--- src/design/viu_pkg.sv ---
// Shared constants for the vectored interrupt unit
package viu_pkg;
    localparam int          VIU_NUM_SRC      = 10;
    localparam int          VIU_NUM_MASK     = 8;
    localparam int          VIU_PC_W         = 15;
    localparam logic [7:0]  VIU_TRAP_OPCODE  = 8'h00;
    localparam logic [14:0] VIU_ENTRY_ADDR   = 15'h00ff;
    localparam logic [7:0]  VIU_TABLE_BASE   = 8'he0;
    localparam logic [7:0]  VIU_PAGE_LAST    = 8'hff;
    localparam logic [2:0]  VIU_PUSH_CNT     = 3'h2;
    localparam logic [2:0]  VIU_BRANCH_CNT   = 3'h5;
    // Vector slot per rank (slot 0 is default, rising with rank)
    localparam logic [3:0]  VIU_SLOT_TRAP    = 4'hf;
    localparam logic [3:0]  VIU_SLOT_DEFAULT = 4'h0;
    localparam logic [31:0] VIU_SLOT_TABLE   = 32'h1459abcd;
    // Register offsets
    localparam logic [3:0]  VIU_REG_ENABLE   = 4'h0;
    localparam logic [3:0]  VIU_REG_PENDING  = 4'h4;
    localparam logic [3:0]  VIU_REG_CTRL     = 4'h8;
    localparam logic [3:0]  VIU_REG_STATUS   = 4'hc;
    localparam int          VIU_CTRL_GIE_BIT = 0;
    localparam logic [7:0]  VIU_ENABLE_RST   = 8'h00;
    localparam logic [7:0]  VIU_PENDING_RST  = 8'h00;
    localparam logic        VIU_GIE_RST      = 1'b0;
endpackage

--- src/design/viu_core.sv ---
// Vectored interrupt unit: arbitration, entry sequence and vector fetch
//
// Contract
// - Ten sources, each with its own vector slot, ranked by fixed priority.
// - A maskable source is active only when enabled and pending.
// - With global enable set and a source active, interrupt at next instruction start.
// - Interruption jams trap opcode 00 into the instruction register.
// - Each maskable entry clears global enable; every entry pushes PC, branches to 00FF within 7 cycles.
// - Global enable clear blocks every maskable interrupt.
// - Vector select samples active sources and jumps to the highest-ranked.
// - Passed-over sources stay pending and interrupt again right after return.
// - Hardware never clears a maskable pending bit; the routine clears it.
// - Return-from-interrupt sets the global enable again.
// - Vector is 15 bits in two bytes, high byte at lower address.
// - Table lies in the vector select page, or next page from last address.
// - Slots are two bytes apart, rising from the lowest slot with rank.
// - Rank: trap, edge pin, idle timer, T1A, T1B, serial, T2A, T2B, wakeup, default.
// - Edge pin source takes vector from FA and FB of the page.
// - Software trap ranks highest, vector at FE and FF.
// - Vector select with nothing active branches through E0-E1.
// - Fetching the trap opcode from memory raises a software trap.
// - Trap sets a hidden pending flag, keeps global enable, blocks others, steers select.
// - Trap pending flag cleared by clear-trap-pending instruction and by reset.
// - While a trap is serviced only another trap may interrupt.
//
// The register addresses and strobed register access were chosen for this implementation.
`timescale 1ns/100ps
module viu_core #(
    parameter int NUM_MASK = viu_pkg::VIU_NUM_MASK
) (
    input  wire logic                          mclk_in,
    input  wire logic                          arst_n_in,
    // Register port
    input  wire logic [3:0]                    reg_addr_in,
    input  wire logic [7:0]                    reg_wdata_in,
    input  wire logic                          reg_wr_in,
    input  wire logic                          reg_rd_in,
    output logic      [7:0]                    reg_rdata_out,
    // Source events, bit 0 highest ranked maskable
    input  wire logic [NUM_MASK-1:0]           src_event_in,
    // Core sequencer
    input  wire logic                          fetch_ready_in,
    input  wire logic [7:0]                    fetch_opcode_in,
    input  wire logic [viu_pkg::VIU_PC_W-1:0]  fetch_pc_in,
    input  wire logic                          vector_select_instruction_in,
    input  wire logic [viu_pkg::VIU_PC_W-1:0]  vis_pc_in,
    input  wire logic                          return_from_irq_instruction_in,
    input  wire logic                          clear_trap_pending_instruction_in,
    input  wire logic [7:0]                    prog_data_in,
    output logic                               jam_out,
    output logic      [7:0]                    jam_opcode_out,
    output logic                               push_out,
    output logic      [viu_pkg::VIU_PC_W-1:0]  push_addr_out,
    output logic                               branch_out,
    output logic      [viu_pkg::VIU_PC_W-1:0]  branch_addr_out,
    output logic                               prog_rd_out,
    output logic      [viu_pkg::VIU_PC_W-1:0]  prog_addr_out,
    output logic                               global_irq_enable_out
);
    import viu_pkg::*;

    typedef enum logic [2:0] {VIU_IDLE, VIU_ENTRY, VIU_VEC_A, VIU_VEC_B, VIU_VEC_C} viu_state_t;

    viu_state_t                 state_q;
    logic [2:0]                 cnt_q;
    logic [NUM_MASK-1:0]        enable_q;
    logic [NUM_MASK-1:0]        pend_q;
    logic                       gie_q;
    logic                       st_pend_q;
    logic [6:0]                 vec_hi_q;
    logic [7:0]                 rdata_q;
    logic                       jam_q;
    logic [7:0]                 jam_op_q;
    logic                       push_q;
    logic                       branch_q;
    logic                       prd_q;
    logic [VIU_PC_W-1:0]        push_addr_q;
    logic [VIU_PC_W-1:0]        branch_addr_q;
    logic [VIU_PC_W-1:0]        paddr_q;

    logic [NUM_MASK-1:0]        active;
    logic                       trap_fetch;
    logic                       take_mask;
    logic                       take;
    logic                       pend_clr_wr;
    logic [3:0]                 win_slot;
    logic [6:0]                 table_page;

    // ------------------------------------------------------------
    // Arbitration
    // ------------------------------------------------------------
    assign active      = enable_q & pend_q;
    assign trap_fetch  = (state_q == VIU_IDLE) && fetch_ready_in
                         && (fetch_opcode_in == VIU_TRAP_OPCODE);
    // Trap pending masks all maskable entries, so only a new trap gets in
    assign take_mask   = (state_q == VIU_IDLE) && fetch_ready_in && gie_q
                         && (|active) && !st_pend_q && !trap_fetch;
    assign take        = take_mask || trap_fetch;
    assign pend_clr_wr = reg_wr_in && (reg_addr_in == VIU_REG_PENDING);

    always_comb begin
        win_slot = VIU_SLOT_DEFAULT;
        for (int i = NUM_MASK - 1; i >= 0; i--) begin
            if (active[i]) begin
                win_slot = VIU_SLOT_TABLE[4*i +: 4];
            end
        end
        if (st_pend_q) begin
            win_slot = VIU_SLOT_TRAP;
        end
    end

    // Last address of a page puts the table in the next page
    assign table_page = (vis_pc_in[7:0] == VIU_PAGE_LAST) ? vis_pc_in[14:8] + 7'h01
                                                           : vis_pc_in[14:8];

    // ------------------------------------------------------------
    // Pending and enable state
    // ------------------------------------------------------------
    genvar g;
    generate
        for (g = 0; g < NUM_MASK; g++) begin : g_src
            // Set wins over a software clear in the same cycle
            always_ff @(posedge mclk_in or negedge arst_n_in) begin
                if (!arst_n_in) begin
                    pend_q[g] <= VIU_PENDING_RST[g];
                end else if (src_event_in[g]) begin
                    pend_q[g] <= 1'b1;
                end else if (pend_clr_wr && reg_wdata_in[g]) begin
                    pend_q[g] <= 1'b0;
                end
            end
        end
    endgenerate

    always_ff @(posedge mclk_in or negedge arst_n_in) begin
        if (!arst_n_in) begin
            enable_q <= VIU_ENABLE_RST[NUM_MASK-1:0];
        end else if (reg_wr_in && reg_addr_in == VIU_REG_ENABLE) begin
            enable_q <= reg_wdata_in[NUM_MASK-1:0];
        end
    end

    always_ff @(posedge mclk_in or negedge arst_n_in) begin
        if (!arst_n_in) begin
            gie_q <= VIU_GIE_RST;
        end else if (take_mask) begin
            gie_q <= 1'b0;
        end else if (return_from_irq_instruction_in) begin
            gie_q <= 1'b1;
        end else if (reg_wr_in && reg_addr_in == VIU_REG_CTRL) begin
            gie_q <= reg_wdata_in[VIU_CTRL_GIE_BIT];
        end
    end

    always_ff @(posedge mclk_in or negedge arst_n_in) begin
        if (!arst_n_in) begin
            st_pend_q <= 1'b0;
        end else if (trap_fetch) begin
            st_pend_q <= 1'b1;
        end else if (clear_trap_pending_instruction_in) begin
            st_pend_q <= 1'b0;
        end
    end

    // ------------------------------------------------------------
    // Register read port
    // ------------------------------------------------------------
    always_ff @(posedge mclk_in or negedge arst_n_in) begin
        if (!arst_n_in) begin
            rdata_q <= 8'h00;
        end else if (reg_rd_in) begin
            case (reg_addr_in)
                VIU_REG_ENABLE:  rdata_q <= 8'(enable_q);
                VIU_REG_PENDING: rdata_q <= 8'(pend_q);
                VIU_REG_CTRL:    rdata_q <= {7'h00, gie_q};
                VIU_REG_STATUS:  rdata_q <= {7'h00, state_q != VIU_IDLE};
                default:         rdata_q <= 8'h00;
            endcase
        end else begin
            rdata_q <= 8'h00;
        end
    end

    // ------------------------------------------------------------
    // Entry sequence and vector fetch
    // ------------------------------------------------------------
    always_ff @(posedge mclk_in or negedge arst_n_in) begin
        if (!arst_n_in) begin
            state_q <= VIU_IDLE;
            cnt_q   <= 3'h0;
        end else begin
            case (state_q)
                VIU_IDLE: begin
                    cnt_q <= 3'h0;
                    if (take) begin
                        state_q <= VIU_ENTRY;
                    end else if (vector_select_instruction_in) begin
                        state_q <= VIU_VEC_A;
                    end
                end
                VIU_ENTRY: begin
                    cnt_q <= cnt_q + 3'h1;
                    if (cnt_q == VIU_BRANCH_CNT) begin
                        state_q <= VIU_IDLE;
                    end
                end
                VIU_VEC_A: state_q <= VIU_VEC_B;
                VIU_VEC_B: state_q <= VIU_VEC_C;
                VIU_VEC_C: state_q <= VIU_IDLE;
                default:   state_q <= VIU_IDLE;
            endcase
        end
    end

    always_ff @(posedge mclk_in or negedge arst_n_in) begin
        if (!arst_n_in) begin
            jam_q       <= 1'b0;
            push_q      <= 1'b0;
            push_addr_q <= '0;
        end else begin
            jam_q  <= take_mask;
            push_q <= (state_q == VIU_ENTRY) && (cnt_q == VIU_PUSH_CNT);
            if (take) begin
                push_addr_q <= fetch_pc_in;
            end
        end
    end

    // Opcode held in a flop so every output leaves the block registered
    always_ff @(posedge mclk_in or negedge arst_n_in) begin
        if (!arst_n_in) begin
            jam_op_q <= 8'h00;
        end else begin
            jam_op_q <= VIU_TRAP_OPCODE;
        end
    end

    always_ff @(posedge mclk_in or negedge arst_n_in) begin
        if (!arst_n_in) begin
            prd_q    <= 1'b0;
            paddr_q  <= '0;
            vec_hi_q <= 7'h00;
        end else begin
            prd_q <= 1'b0;
            if (state_q == VIU_IDLE && !take && vector_select_instruction_in) begin
                prd_q   <= 1'b1;
                paddr_q <= {table_page, VIU_TABLE_BASE + {3'h0, win_slot, 1'b0}};
            end else if (state_q == VIU_VEC_A) begin
                prd_q   <= 1'b1;
                paddr_q <= paddr_q + 15'h0001;
            end
            if (state_q == VIU_VEC_B) begin
                vec_hi_q <= prog_data_in[6:0];
            end
        end
    end

    always_ff @(posedge mclk_in or negedge arst_n_in) begin
        if (!arst_n_in) begin
            branch_q      <= 1'b0;
            branch_addr_q <= '0;
        end else begin
            branch_q <= 1'b0;
            if (state_q == VIU_ENTRY && cnt_q == VIU_BRANCH_CNT) begin
                branch_q      <= 1'b1;
                branch_addr_q <= VIU_ENTRY_ADDR;
            end else if (state_q == VIU_VEC_C) begin
                branch_q      <= 1'b1;
                branch_addr_q <= {vec_hi_q, prog_data_in};
            end
        end
    end

    assign reg_rdata_out         = rdata_q;
    assign jam_out               = jam_q;
    assign jam_opcode_out        = jam_op_q;
    assign push_out              = push_q;
    assign push_addr_out         = push_addr_q;
    assign branch_out            = branch_q;
    assign branch_addr_out       = branch_addr_q;
    assign prog_rd_out           = prd_q;
    assign prog_addr_out         = paddr_q;
    assign global_irq_enable_out = gie_q;
endmodule

--- config.mk ---
export PLATFORM = sky130hd
export DESIGN_NAME = viu_core
export DESIGN_NICKNAME = d
export VERILOG_FILES = /design/src/design/viu_pkg.sv /design/src/design/viu_core.sv
export SDC_FILE = /design/constraint.sdc
export NUM_CORES = 1
export LEC_CHECK = 0
export BUFFER_PORTS_ARGS = -buffer_cell sky130_fd_sc_hd__buf_2
export CAP_MARGIN = 20
export CORE_ASPECT_RATIO = 0.7
export CORE_UTILIZATION = 45
export CTS_CLUSTER_DIAMETER = 120
export DETAILED_ROUTE_END_ITERATION = 8
export GPL_TIMING_DRIVEN = 0
export PLACE_DENSITY = 0.74
export SLEW_MARGIN = 20
export SYNTH_ARGS = -nofsm -noshare
export SYNTH_HDL_FRONTEND = slang
export SYNTH_SLANG_ARGS = --single-unit
export TNS_END_PERCENT = 1
--- constraint.sdc ---
create_clock -name mclk_in -period 1.9 [get_ports mclk_in]
set_input_delay 0.57 -clock mclk_in [delete_from_list [all_inputs] [get_ports mclk_in]]
set_output_delay 0.57 -clock mclk_in [all_outputs]
set_load 0.01 [all_outputs]
==> results of run 1 <==
==> report_power, final <==
group / switching, mW / internal [mW]
registers: 0.503 / 2.55
clock network: 0.726 / 1.06
logic: 1.48 / 1.35
total: 2.71 / 4.96
==> synth_stat cells (3+ instances only) <==
cell type | number | share of area
o21ai_0 | 5 | 0.0061
nand4_1 | 9 | 0.014
a21o_1 | 10 | 0.018
and2_1 | 4 | 0.0061
a21oi_1 | 13 | 0.016
buf_4 | 9 | 0.017
nor4_1 | 5 | 0.0077
nand2_1 | 87 | 0.080
nand3b_1 | 3 | 0.0055
mux2i_1 | 4 | 0.0098
dfrtp_1 | 88 | 0.54
nand3_1 | 16 | 0.020
ha_1 | 5 | 0.015
xor2_1 | 12 | 0.026
xnor2_1 | 8 | 0.017
nor3_1 | 5 | 0.0061
inv_1 | 5 | 0.0046
mux2_4 | 9 | 0.033
nor2_1 | 23 | 0.021
a22oi_1 | 9 | 0.017
mux2_2 | 16 | 0.044
clkbuf_1 | 5 | 0.0046
==> state kept, by name, summed over array words and instances (netlist names), 3 cells and up <==
| signal | flops |
|---|---|
| push_addr_out | 15 |
| reg_rdata_out | 8 |
| vec_hi_q | 7 |
| prog_addr_out | 15 |
| branch_addr_out | 15 |
| cnt_q | 3 |
| enable_q | 8 |
| pend_q | 8 |
| state_q | 3 |
==> final timing paths <==
check                                startpoint           endpoint  slack (ns)  cells past startpoint
worst max-delay path                enable_q[1]   prog_addr_out[3]       -0.13                      7
max in group asynchronous             arst_n_in  prog_addr_out[11]        1.06                      2
worst max register to register      enable_q[1]   prog_addr_out[3]       -0.13                      7
min in group mclk_in            src_event_in[2]          pend_q[2]        0.40                      2
worst min-delay path                  arst_n_in   push_addr_out[4]        0.22                      1
worst min register to register      vec_hi_q[6]        vec_hi_q[6]        0.48                      2
==> cell type report <==
| cell class | instances | area, µm² | share of cell area |
|---|---|---|---|
| plain buffers | 18 | 133.9 | 0.02500 |
| clock buffers | 11 | 242.7 | 0.04533 |
| clock inverters | 5 | 63.81 | 0.01192 |
| inverters | 6 | 22.52 | 0.004206 |
| multi-input cells | 277 | 1821 | 0.3400 |
| flip-flops and latches | 88 | 2203 | 0.4114 |
| well taps | 120 | 150.1 | 0.02804 |
| repair buffers | 135 | 718.2 | 0.1341 |
==> timing repair <==
item	CTS	global route
gates resized for setup	10	11
endpoints found under the hold margin	0	0
buffers inserted	3	0
pin swaps	3	4
endpoints found under the setup margin	45	49
==> logic make-up after synthesis <==
family          Yosys count
flops                    88
simple gates            165
mux                      29
xor+xnor                 20
buf+inv                  24
other cells               1
fa+ha+maj                 5
compound gates           50
==> metal layers <==
metal	share of wire	routed length, µm	up-vias
li1	-	-	1624
met1	0.46	4550	1624
met2	0.48	4708	101
met3	0.056	551	6
met4	0.0029	29	0
met5	0	0	-
==> critical path: cells and delay by family, from the launching register on <==
family / cells / cell delay, ns
compound gates: 3 / 0.72
simple gates: 2 / 0.44
flops: 1 / 0.41
buf+inv: 2 / 0.32
==> impl.org, run 1 <==
** Outcome
- The flow ran to the end, but the final reports show violations.
- Violations in the final reports :: setup timing

** Timing
- The worst path in the final design needs a cycle of 2.032 ns, including I/O delays and setup.
- Setup repair after global routing could not meet its margin everywhere.
- Measured against its own limit, the worst slew margin works out to 0.6403.
- Worst Skew :: approximately 0.0062 ns
- Of the available clock period, the critical path in the final layout requires 1.070.
- At the pin with the least slew margin, the transition time is 0.5375 ns.
- Final Worst Setup Slack :: -0.1321 ns
- On the final layout, the worst hold slack is roughly 0.22 ns.
- The max-slew violation total from the final report is 0.
- Summed negative setup slack over all endpoints :: -1.145 ns
- For this run, the top clock speed supported by timing is 492.1 MHz.
- The count of final hold-check violations is 0.
- Setup violations remaining at the end of the flow were counted as 14.

** Global route
- In the global route stage, met2 resource usage came out at 0.3488.
- GR met3 Demand/Resource :: 0.05830
- Vias in the first global route :: between 3000 and 4000
- Antenna violations before repair :: 0
- Tot GR Track Use :: 0.2165
- The total overflow left after global routing is 0.
- Global-route wire length before repair :: 15.59 mm
- The layer flagged by global routing as most heavily used is met2.
- Entering global routing, the biggest net connects 48 pins.
- For this run, global-route usage on met1 was measured as 0.2898.

** Floorplan
- The region available for standard cell placement spans roughly 8600 µm².
- In this run the horizontal extent of the chip is approximately 120 µm.
- For this configuration, the core starts out at a cell density of 0.4733.
- Count of standard-cell rows :: 28
- Die Outline Area :: approximately 9500 µm²
- DIE HEIGHT :: a little over 80 µm
- Pin placement for this block handled 140 I/O pins.

** Layout
- Layout cells sized above 1 :: 0.3778
- In the layout the commonest cells are 130 x buf_2, 87 x nand2_1, 87 x dfrtp_1, 22 x nor2_1.
- Summing all non-filler instances in the final layout gives an area of 5355 µm².
- For this run, the number of standard cells in the final layout without fillers is 660.
- Final antenna diode count :: 0
- The library cell used most frequently in the layout, excluding fill and tap cells, is buf_2.
- Once layout is complete, the utilization of the core stands at 0.6214.
- After the last flow step, the layout net total stands at roughly 610.
- Area added between synthesis and finish :: 31.29%
- Filler cell count :: around 750

** Critical path
- Kind of end point of the critical path :: flip-flop
- Data arrives at the worst endpoint at between 2 and 2.5 ns.
- CP Cell Sequence :: a22o_1 -> nand4b_1 -> buf_6 -> a211o_4 -> buf_6 -> nor4_1 -> a21oi_1
- Largest stage delay on the critical path :: around 0.41 ns
- CP Max Fanout :: 10
- The largest individual stage delay along the critical path comes from the cell dfrtp_1.
- STA puts the critical path data required time at around 2.1 ns.
- The critical path is of the reg -> reg type.
- Among the stages of the critical path, the cell type that occurs most often is buf_6.
- Type of origin of the critical path :: flip-flop

** Logic synthesis
- In the synthesized netlist the async set-or-reset flop fraction comes to 1.000.
- Simple-Gate Fraction of Synth Area :: 0.1939
- Mapped Cells :: approximately 380
- Post-Synth Adder-Cell Area :: 0.01534
- The Yosys step of the flow raised 0 warnings.
- Mean cell area of the mapped netlist :: approximately 11 µm²
- Combined area of all synthesized cells :: a little over 4000 µm²
- After synthesis, the largest family of logic cells by area is simple AND/OR/NAND/NOR gates.
- Number of library cell types mapped by synthesis :: between 40 and 50
- Synthesis inferred 88 register bits.
- Compound-Gate Fraction of Synth Area :: 0.08528
- Sequential element share of the synthesized area :: 0.5399
- The most used flip-flop cell after synthesis is dfrtp_1.
- Number of enable flip-flop cells after synthesis :: 0
- Of the total synthesized cell area, the portion taken by XOR and XNOR cells is 0.04294.
- Multiplexer share of the synthesized area :: 0.08712

** CTS
- Total number of clock tree sinks :: 88
- Clock Root Buffer :: clkbuf_16
- Maximum level of the CTS H-tree :: 3
- Maximum number of buffers from clock root to sink :: 2
- Cts hold-fix bufs :: 0
- Clock buffers created by TritonCTS :: 9
- Clock input transition at the sequential cells of the worst setup and hold paths :: ~0.060 ns
- TritonCTS built the clock tree.
- Worst-skew pair later-pin latency :: 0.34 ns

** Detailed routing
- The routed design has roughly 9.8 mm of wire.
- In the routed design, unresolved DRC markers number 0.
- Dividing the detail-routed wire length by the instance count gives approximately 15 µm.
- The detailed router placed between 3000 and 4000 vias in this run.
- Iteration-0 DRC count of the detailed router :: around 210
- Remaining antenna violation count :: 0
- Total iterations of the first detailed-routing run :: 5
- Dividing the detail-routed via count by the number of cells gives a little over 5.

** Placement
- Summing all placed instances gives a cell area of 4941 µm².
- # placed instances :: about 640
- The wire-length estimate of the detail-placed layout is between 7 and 8 mm.
- Setup Slack @ Placement :: -0.4721 ns
- Input and output buffers added on the ports amount to around 130.
- The congestion estimate from routability-driven global placement came to 0.8403.

** Power
- Summing internal, switching and leakage power gives roughly 7.7 mW.
- IR analysis of the VDD net gives a maximum drop of ~0.00067 V.
- Leakage :: about 2.6 nW
- Power spread over the standard cell area amounts to approximately 1400 nW/µm².

** Run
- # Max-Cap Violations :: 0

** Min path
- Worst Hold Class :: in -> async
(Power assumes the default switching activity.)
==> inputs of run 2 (changes only) <==
CORE_ASPECT_RATIO = 1.2   (was 0.7)
CORE_MARGIN = 2   (was not set)
==> impl.org, run 2 (synthesis gave the netlist of run 1 again) <==
** Floorplan
- The die covers about 9800 µm².
- The floorplan step defined a core boundary enclosing just under 9000 µm².
- DIE HEIGHT :: between 100 and 150 µm
- Starting density of the core :: 0.4563
- The floorplan has 38 rows.
- Die W :: between 90 and 100 µm
- In this run the count of I/O pins placed on the die edge is between 100 and 150.

** Layout
- The top cell types in the final layout, fill and taps aside, are 130 x buf_2, 87 x nand2_1, 87 x dfrtp_1, 22 x nor2_1, 18 x buf_4.
- The library cell used most frequently in the layout, excluding fill and tap cells, is buf_2.
- From synthesis to final layout, the design area changed by 30.61%.
- Final antenna diode count :: 0
- Final instance area :: between 5000 and 6000 µm²
- Layout cells sized above 1 :: 0.3927
- At the end of the flow the core is filled with cells to 0.5960.
- Excluding fillers, the count of instances in the completed layout stands at 665.
- Final layout net count :: 620

** Placement
- # placed instances :: 641
- Estimated wirelength of the detail-placed design :: 7.037 mm
- Buffers added on ports :: 131
- Routability-driven placement finished with a final weighted congestion of about 0.8.
- Summing all placed instances gives a cell area of approximately 5000 µm².

** Detailed routing
- Max layer used :: met4
- In the routed design, unresolved DRC markers number 0.
- Remaining antenna violation count :: 0
- The final layout contains routed wiring with a total length of approximately 9.6 mm.
- Total via count after detailed routing :: 3407
- The first detailed-routing pass ran for 5 iterations.
- Wire length the detailed router placed on met1 :: 4.131 mm
- In the detailed route, the total length drawn on met3 is 528 µm.
- Total length of routed met2 wires :: around 4.8 mm
- In the final routed layout, each cell accounts on average for about 14 µm.
- Iteration-0 DRC count of the detailed router :: 147
- Number of vias per cell :: slightly above 5

** Run
- The tool flagged a number of max-cap violations equal to 0.

** Timing
- Setup violations remaining at the end of the flow were counted as 16.
- The max-slew violation total from the final report was 0.
- Final-report hold violation count :: 0
- Normalized max-slew margin :: 0.6181
- Unrepaired setup endpoints after global routing :: yes
- For the final database, setup skew stands at approximately 0.011 ns.
- Timing would allow up to ~520 MHz.
- Across all setup checks in the final design, the least slack found is -0.03883 ns.
- On the final layout, the worst hold slack is 0.1638 ns.
- Tmin final :: 1.939 ns
- Transition at the pin with the smallest max-transition slack :: 0.5707 ns
- In the finished design, the share of the clock period the worst path needs comes to 1.020.

** CTS
- For this design, the CTS-stage hold fixing added 0 buffers.
- Counting the buffers created by CTS gives 9.
- The clock tree synthesis step divided the H-tree into 3 levels.
- Clock tree synthesis found a total of 88 sinks.
- Clock input transition at the sequential cells of the worst setup and hold paths :: ~0.08 ns
- Maximum number of buffers from clock root to sink :: 2
- Worst-skew pair later-pin latency :: about 0.35 ns
- CTS placed an instance of clkbuf_8 at the clock tree root.
- CTS tree :: built

** Power
- VDD sags by at most 0.0004526 V.
- Power spread over the standard cell area amounts to between 1000 and 1500 nW/µm².
- Post-route total power :: between 7 and 8 mW
- Leakage :: between 2 and 3 nW

** Critical path
- The setup path with the least slack is of type in -> reg.
- CP Cell Sequence :: buf_2 -> or4b_4 -> nor4_4 -> a21oi_4 -> buf_12 -> mux2_4
- CP Max Fanout :: 10
- Among all stages on the critical path, the largest delay is contributed by or4b_4.
- STA puts the critical path data required time at approximately 2.1 ns.
- The worst setup path is launched from an input pin.
- The worst setup path is captured at a flip-flop.
- Largest stage delay on the critical path :: between 0.5 and 0.6 ns
- Worst EP arrival :: ~2.2 ns
- Counting cells, the worst reg-to-reg path comes to 6.

** Global route
- Maximum number of pins on one net before global-route repair :: 55
- The via count of the first global-routing pass is ~3300.
- The initial antenna violation count was 0.
- The first global-routing pass estimated around 16 mm of wire.
- Tot GR Track Use :: 0.1989
- Global route overflow :: 0

** Outcome
- Outcome :: finished with violations
- The final reports fail on setup timing.

** Min path
- Worst Hold Class :: in -> async
run 2: power breakdown:
group | internal, mW | switching [mW]
clock | 0.542 | 0.629
combinational | 1.45 | 1.50
sequential | 2.55 | 0.480
run 2: worst paths after layout:
kind,startpoint,endpoint,slack [ns]
setup / recovery,fetch_opcode_in[0],push_addr_out[10],-0.04
min in group mclk_in,src_event_in[3],pend_q[3],0.39
hold reg to reg,vec_hi_q[2],vec_hi_q[2],0.48
setup reg to reg,state_q[1],push_addr_out[10],-0.03
max in group asynchronous,arst_n_in,state_q[2],1.10
hold / removal,arst_n_in,push_addr_out[13],0.16
run 2: what timing repair did:
action | CTS | global route
resized for setup | 14 | 18
pin swaps | 8 | 4
endpoints found under the setup margin | 47 | 38
setup buffers | 10 | 0
run 2: critical path: cells and delay by family:
kind,cells,cell delay (ns)
simple gates,2,0.96
compound gates,1,0.07
mux,1,0.30
buf+inv,2,0.26
run 2: through the flow:
step	worst slack, ns	setup TNS, ns
after global placement	-0.4645	-56.21
after detailed placement	-0.4370	-17.62
after global routing	-0.1050	-1.743
after floorplan	-0.1809	-1.639
final	-0.03883	-0.3734
after CTS	-0.03517	-0.2630
run 2: cell type report:
cell class / count / area (µm²)
Multi-Input combinational cell: 277 / 1872
Fill cell: 803 / 3611
Inverter: 6 / 22.52
Clock buffer: 13 / 158.9
Timing Repair Buffer: 142 / 764.5
Tap cell: 120 / 150.1
Sequential cell: 88 / 2203
Buffer: 17 / 141.4
Clock inverter: 2 / 15.01
run 2: layer usage:
metal  vias to the layer above  global-route usage
met1                      1623              0.2486
met2                       138              0.3433
li1                       1633                   -
met4                         0             0.07035
met5                         -                   0
met3                        13             0.04321
==> inputs of run 3 (changes only) <==
SETUP_SLACK_MARGIN = 0.5   (was not set)
==> impl.org, run 3 (synthesis gave the netlist of run 1 again) <==
** Timing
- The count of final hold-check violations was 0.
- For this run, the top clock speed supported by timing is roughly 520 MHz.
- Transition at the pin with the smallest max-transition slack :: 0.5611 ns
- Max-slew violation total from the final report :: 0
- Summed negative setup slack over all endpoints :: -0.1677 ns
- Setup violations remaining at the end of the flow were counted as 16.
- Normalized max-slew margin :: 0.6232
- In the finished design, the share of the clock period the worst path needs comes to 1.011.
- Tmin final :: between 1.5 and 2 ns
- Final Worst Setup Slack :: -0.02164 ns
- Setup repair after global routing could not meet its margin everywhere.
- Worst Skew :: between 0.009 and 0.01 ns

** Layout
- Final antenna diode count :: 0
- The library cells used most frequently in the layout, excluding fill and tap cells, are 118 x buf_2, 87 x dfrtp_1, 78 x nand2_1, 24 x buf_4, 23 x mux2_4.
- The library cell used most frequently in the layout, excluding fill and tap cells, is buf_2.
- After the last flow step, the layout net total stands at 625.
- The multi-input combinational cells in the finished layout cover a total of a little under 2000 µm².
- Area used by sequential logic in the layout :: around 2200 µm²
- The finished cells cover between 5000 and 6000 µm².
- The area growth from synthesis to layout is 36.93%.
- Of the cells placed in the final design, the portion with a size suffix greater than 1 is 0.4255.
- Filler cell count :: between 700 and 800
- The count of cells in the finished layout, fillers not included, comes to 670.

** CTS
- Clock latency on the worst-skew pair, taken at its later pin, is between 0.3 and 0.4 ns.
- In this run the clock root is driven by a clkbuf_8.
- Clock buffers created by TritonCTS :: 9
- The longest clock path from root to sink contains 2 buffers.
- After clock tree synthesis, the clock-pin slew on the worst setup and hold paths is ~0.090 ns.
- CTS built an H-tree with a depth of 3.
- For this design, the CTS-stage hold fixing added 0 buffers.
- CTS tree :: built
- Total number of clock tree sinks :: 88

** Power
- Power per Cell Area :: approximately 1300 nW/µm²
- Register share of total power :: 0.412
- Int Pwr :: around 4.7 mW
- Across the VDD grid, the largest voltage drop is between 0.0004 and 0.0005 V.
- In this run the static leakage power is 2.758 nW.
- Of the total power, the share spent switching nets is 0.3611.
- Switching power of the nets :: 2.663 mW
- Clock share of power :: 0.159
- Logic gate share of total power :: 0.429

** Global route
- Tot GR Track Use :: 0.2029
- The initial antenna violation count came to 0.
- Entering global routing, the biggest net connects 55 pins.
- Global-route wire length before repair :: around 16 mm
- Vias in the first global route :: roughly 3300
- Global route overflow :: 0

** Floorplan
- Number of I/O pins :: 140
- Die W :: roughly 90 µm
- The die covers 9845 µm².
- The floorplan has 38 rows.
- DIE HEIGHT :: between 100 and 150 µm
- The initial utilization of the core area, before any placement, comes to 0.4563.
- The core region is 8939 µm².

** Detailed routing
- In the routed design, unresolved DRC markers number 0.
- Total iterations of the first detailed-routing run :: 4
- Iteration-0 DRC count of the detailed router :: 112
- DRT Wirelength :: roughly 9.7 mm
- Remaining antenna violation count :: 0
- Number of vias per cell :: 5.101
- Total via count after detailed routing :: between 3000 and 4000
- Routed wire length per instance :: 14.51 µm

** Critical path
- Kind of end point of the critical path :: flip-flop
- The signal on the critical path passes through a22o_4 -> nand4b_1 -> buf_4 -> a21oi_4 -> buf_12 -> mux2_4.
- In this design, the stage delay of the slowest critical-path cell is 0.45 ns.
- Worst EP arrival :: 2.15 ns
- Length in cells of the worst reg-to-reg path :: 6
- Data required time at the worst endpoint :: 2.13 ns
- Worst-path cell with the longest stage delay :: dfrtp_1
- The worst setup path is of the reg -> reg kind.
- CP Max Fanout :: 10
- STA classifies the critical path startpoint as a flip-flop.

** Placement
- Buffers added on ports :: approximately 130
- Area after DPL :: roughly 5000 µm²
- Routability-driven placement finished with a final weighted congestion of approximately 0.8.
- Estimated wirelength of the detail-placed design :: between 7 and 8 mm
- After detailed placement, the design holds a cell count of ~640.

** Min path
- The min-delay analysis places its worst path in the category in -> async.

** Run
- Max-cap violations in this run came to 0.

** Outcome
- Outcome :: finished with violations
- The checks that failed: setup timing.
run 3: power groups by stage:
stage               combinational [mW]  sequential (mW)  clock (mW)
floorplan                         1.52             3.23           0
detailed placement                2.71             3.06           0
finish                            3.16             3.04        1.17
global route                      3.49             3.15        1.30
CTS                               2.98             3.02        1.21
global placement                  2.65             3.02           0
run 3: layout make-up:
| class | instances | area share |
|---|---|---|
| multi-input cells | 277 | 0.3533 |
| inverters | 6 | 0.004480 |
| repair buffers | 146 | 0.1570 |
| clock buffers | 13 | 0.02845 |
| well taps | 120 | 0.02688 |
| flip-flops and latches | 88 | 0.3945 |
| clock inverters | 2 | 0.002688 |
| plain buffers | 18 | 0.03271 |
run 3: worst paths after layout:
kind | startpoint | slack [ns] | to
min in group mclk_in | src_event_in[3] | 0.39 | pend_q[3]
max in group asynchronous | arst_n_in | 1.11 | state_q[2]
worst min-delay path | arst_n_in | 0.16 | push_addr_out[13]
worst max-delay path | pend_q[0] | -0.02 | push_addr_out[10]
worst min register to register | vec_hi_q[4] | 0.49 | vec_hi_q[4]
worst max register to register | pend_q[0] | -0.02 | push_addr_out[10]
run 3: routing by layer:
metal | GRT usage | up-vias | routed length [µm]
met3 | 0.04111 | 12 | 453
met5 | 0 | - | 0
met1 | 0.2577 | 1648 | 4174
met2 | 0.3470 | 115 | 4931
li1 | - | 1643 | -
met4 | 0.07359 | 0 | 164
run 3: critical path, delay by kind of cell (launching register included):
| kind | cells | cell delay, ns |
|---|---|---|
| AND/OR/NAND/NOR | 1 | 0.23 |
| flip-flops | 1 | 0.45 |
| AO/OA/AOI/OAI | 2 | 0.45 |
| multiplexers | 1 | 0.30 |
| buffers and inverters | 2 | 0.37 |
run 3: through the flow:
step | total power [mW] | util | hold WS, ns | setup WS, ns
after global placement | 5.664 | 0.5494 | 0.4612 | -0.4645
after CTS | 7.216 | 0.6099 | 0.1628 | -0.02438
after global routing | 7.938 | 0.6249 | 0.1672 | -0.1090
after floorplan | 4.754 | - | 0.2744 | -0.1809
after detailed placement | 5.763 | 0.5528 | 0.4670 | -0.4370
final | 7.374 | 0.6249 | 0.1615 | -0.02164
run 3: what timing repair did:
action,CTS,global route
gates cloned,0,1
setup endpoints to repair,140,129
buffers inserted,13,0
resized for setup,62,38
pin swaps,31,28
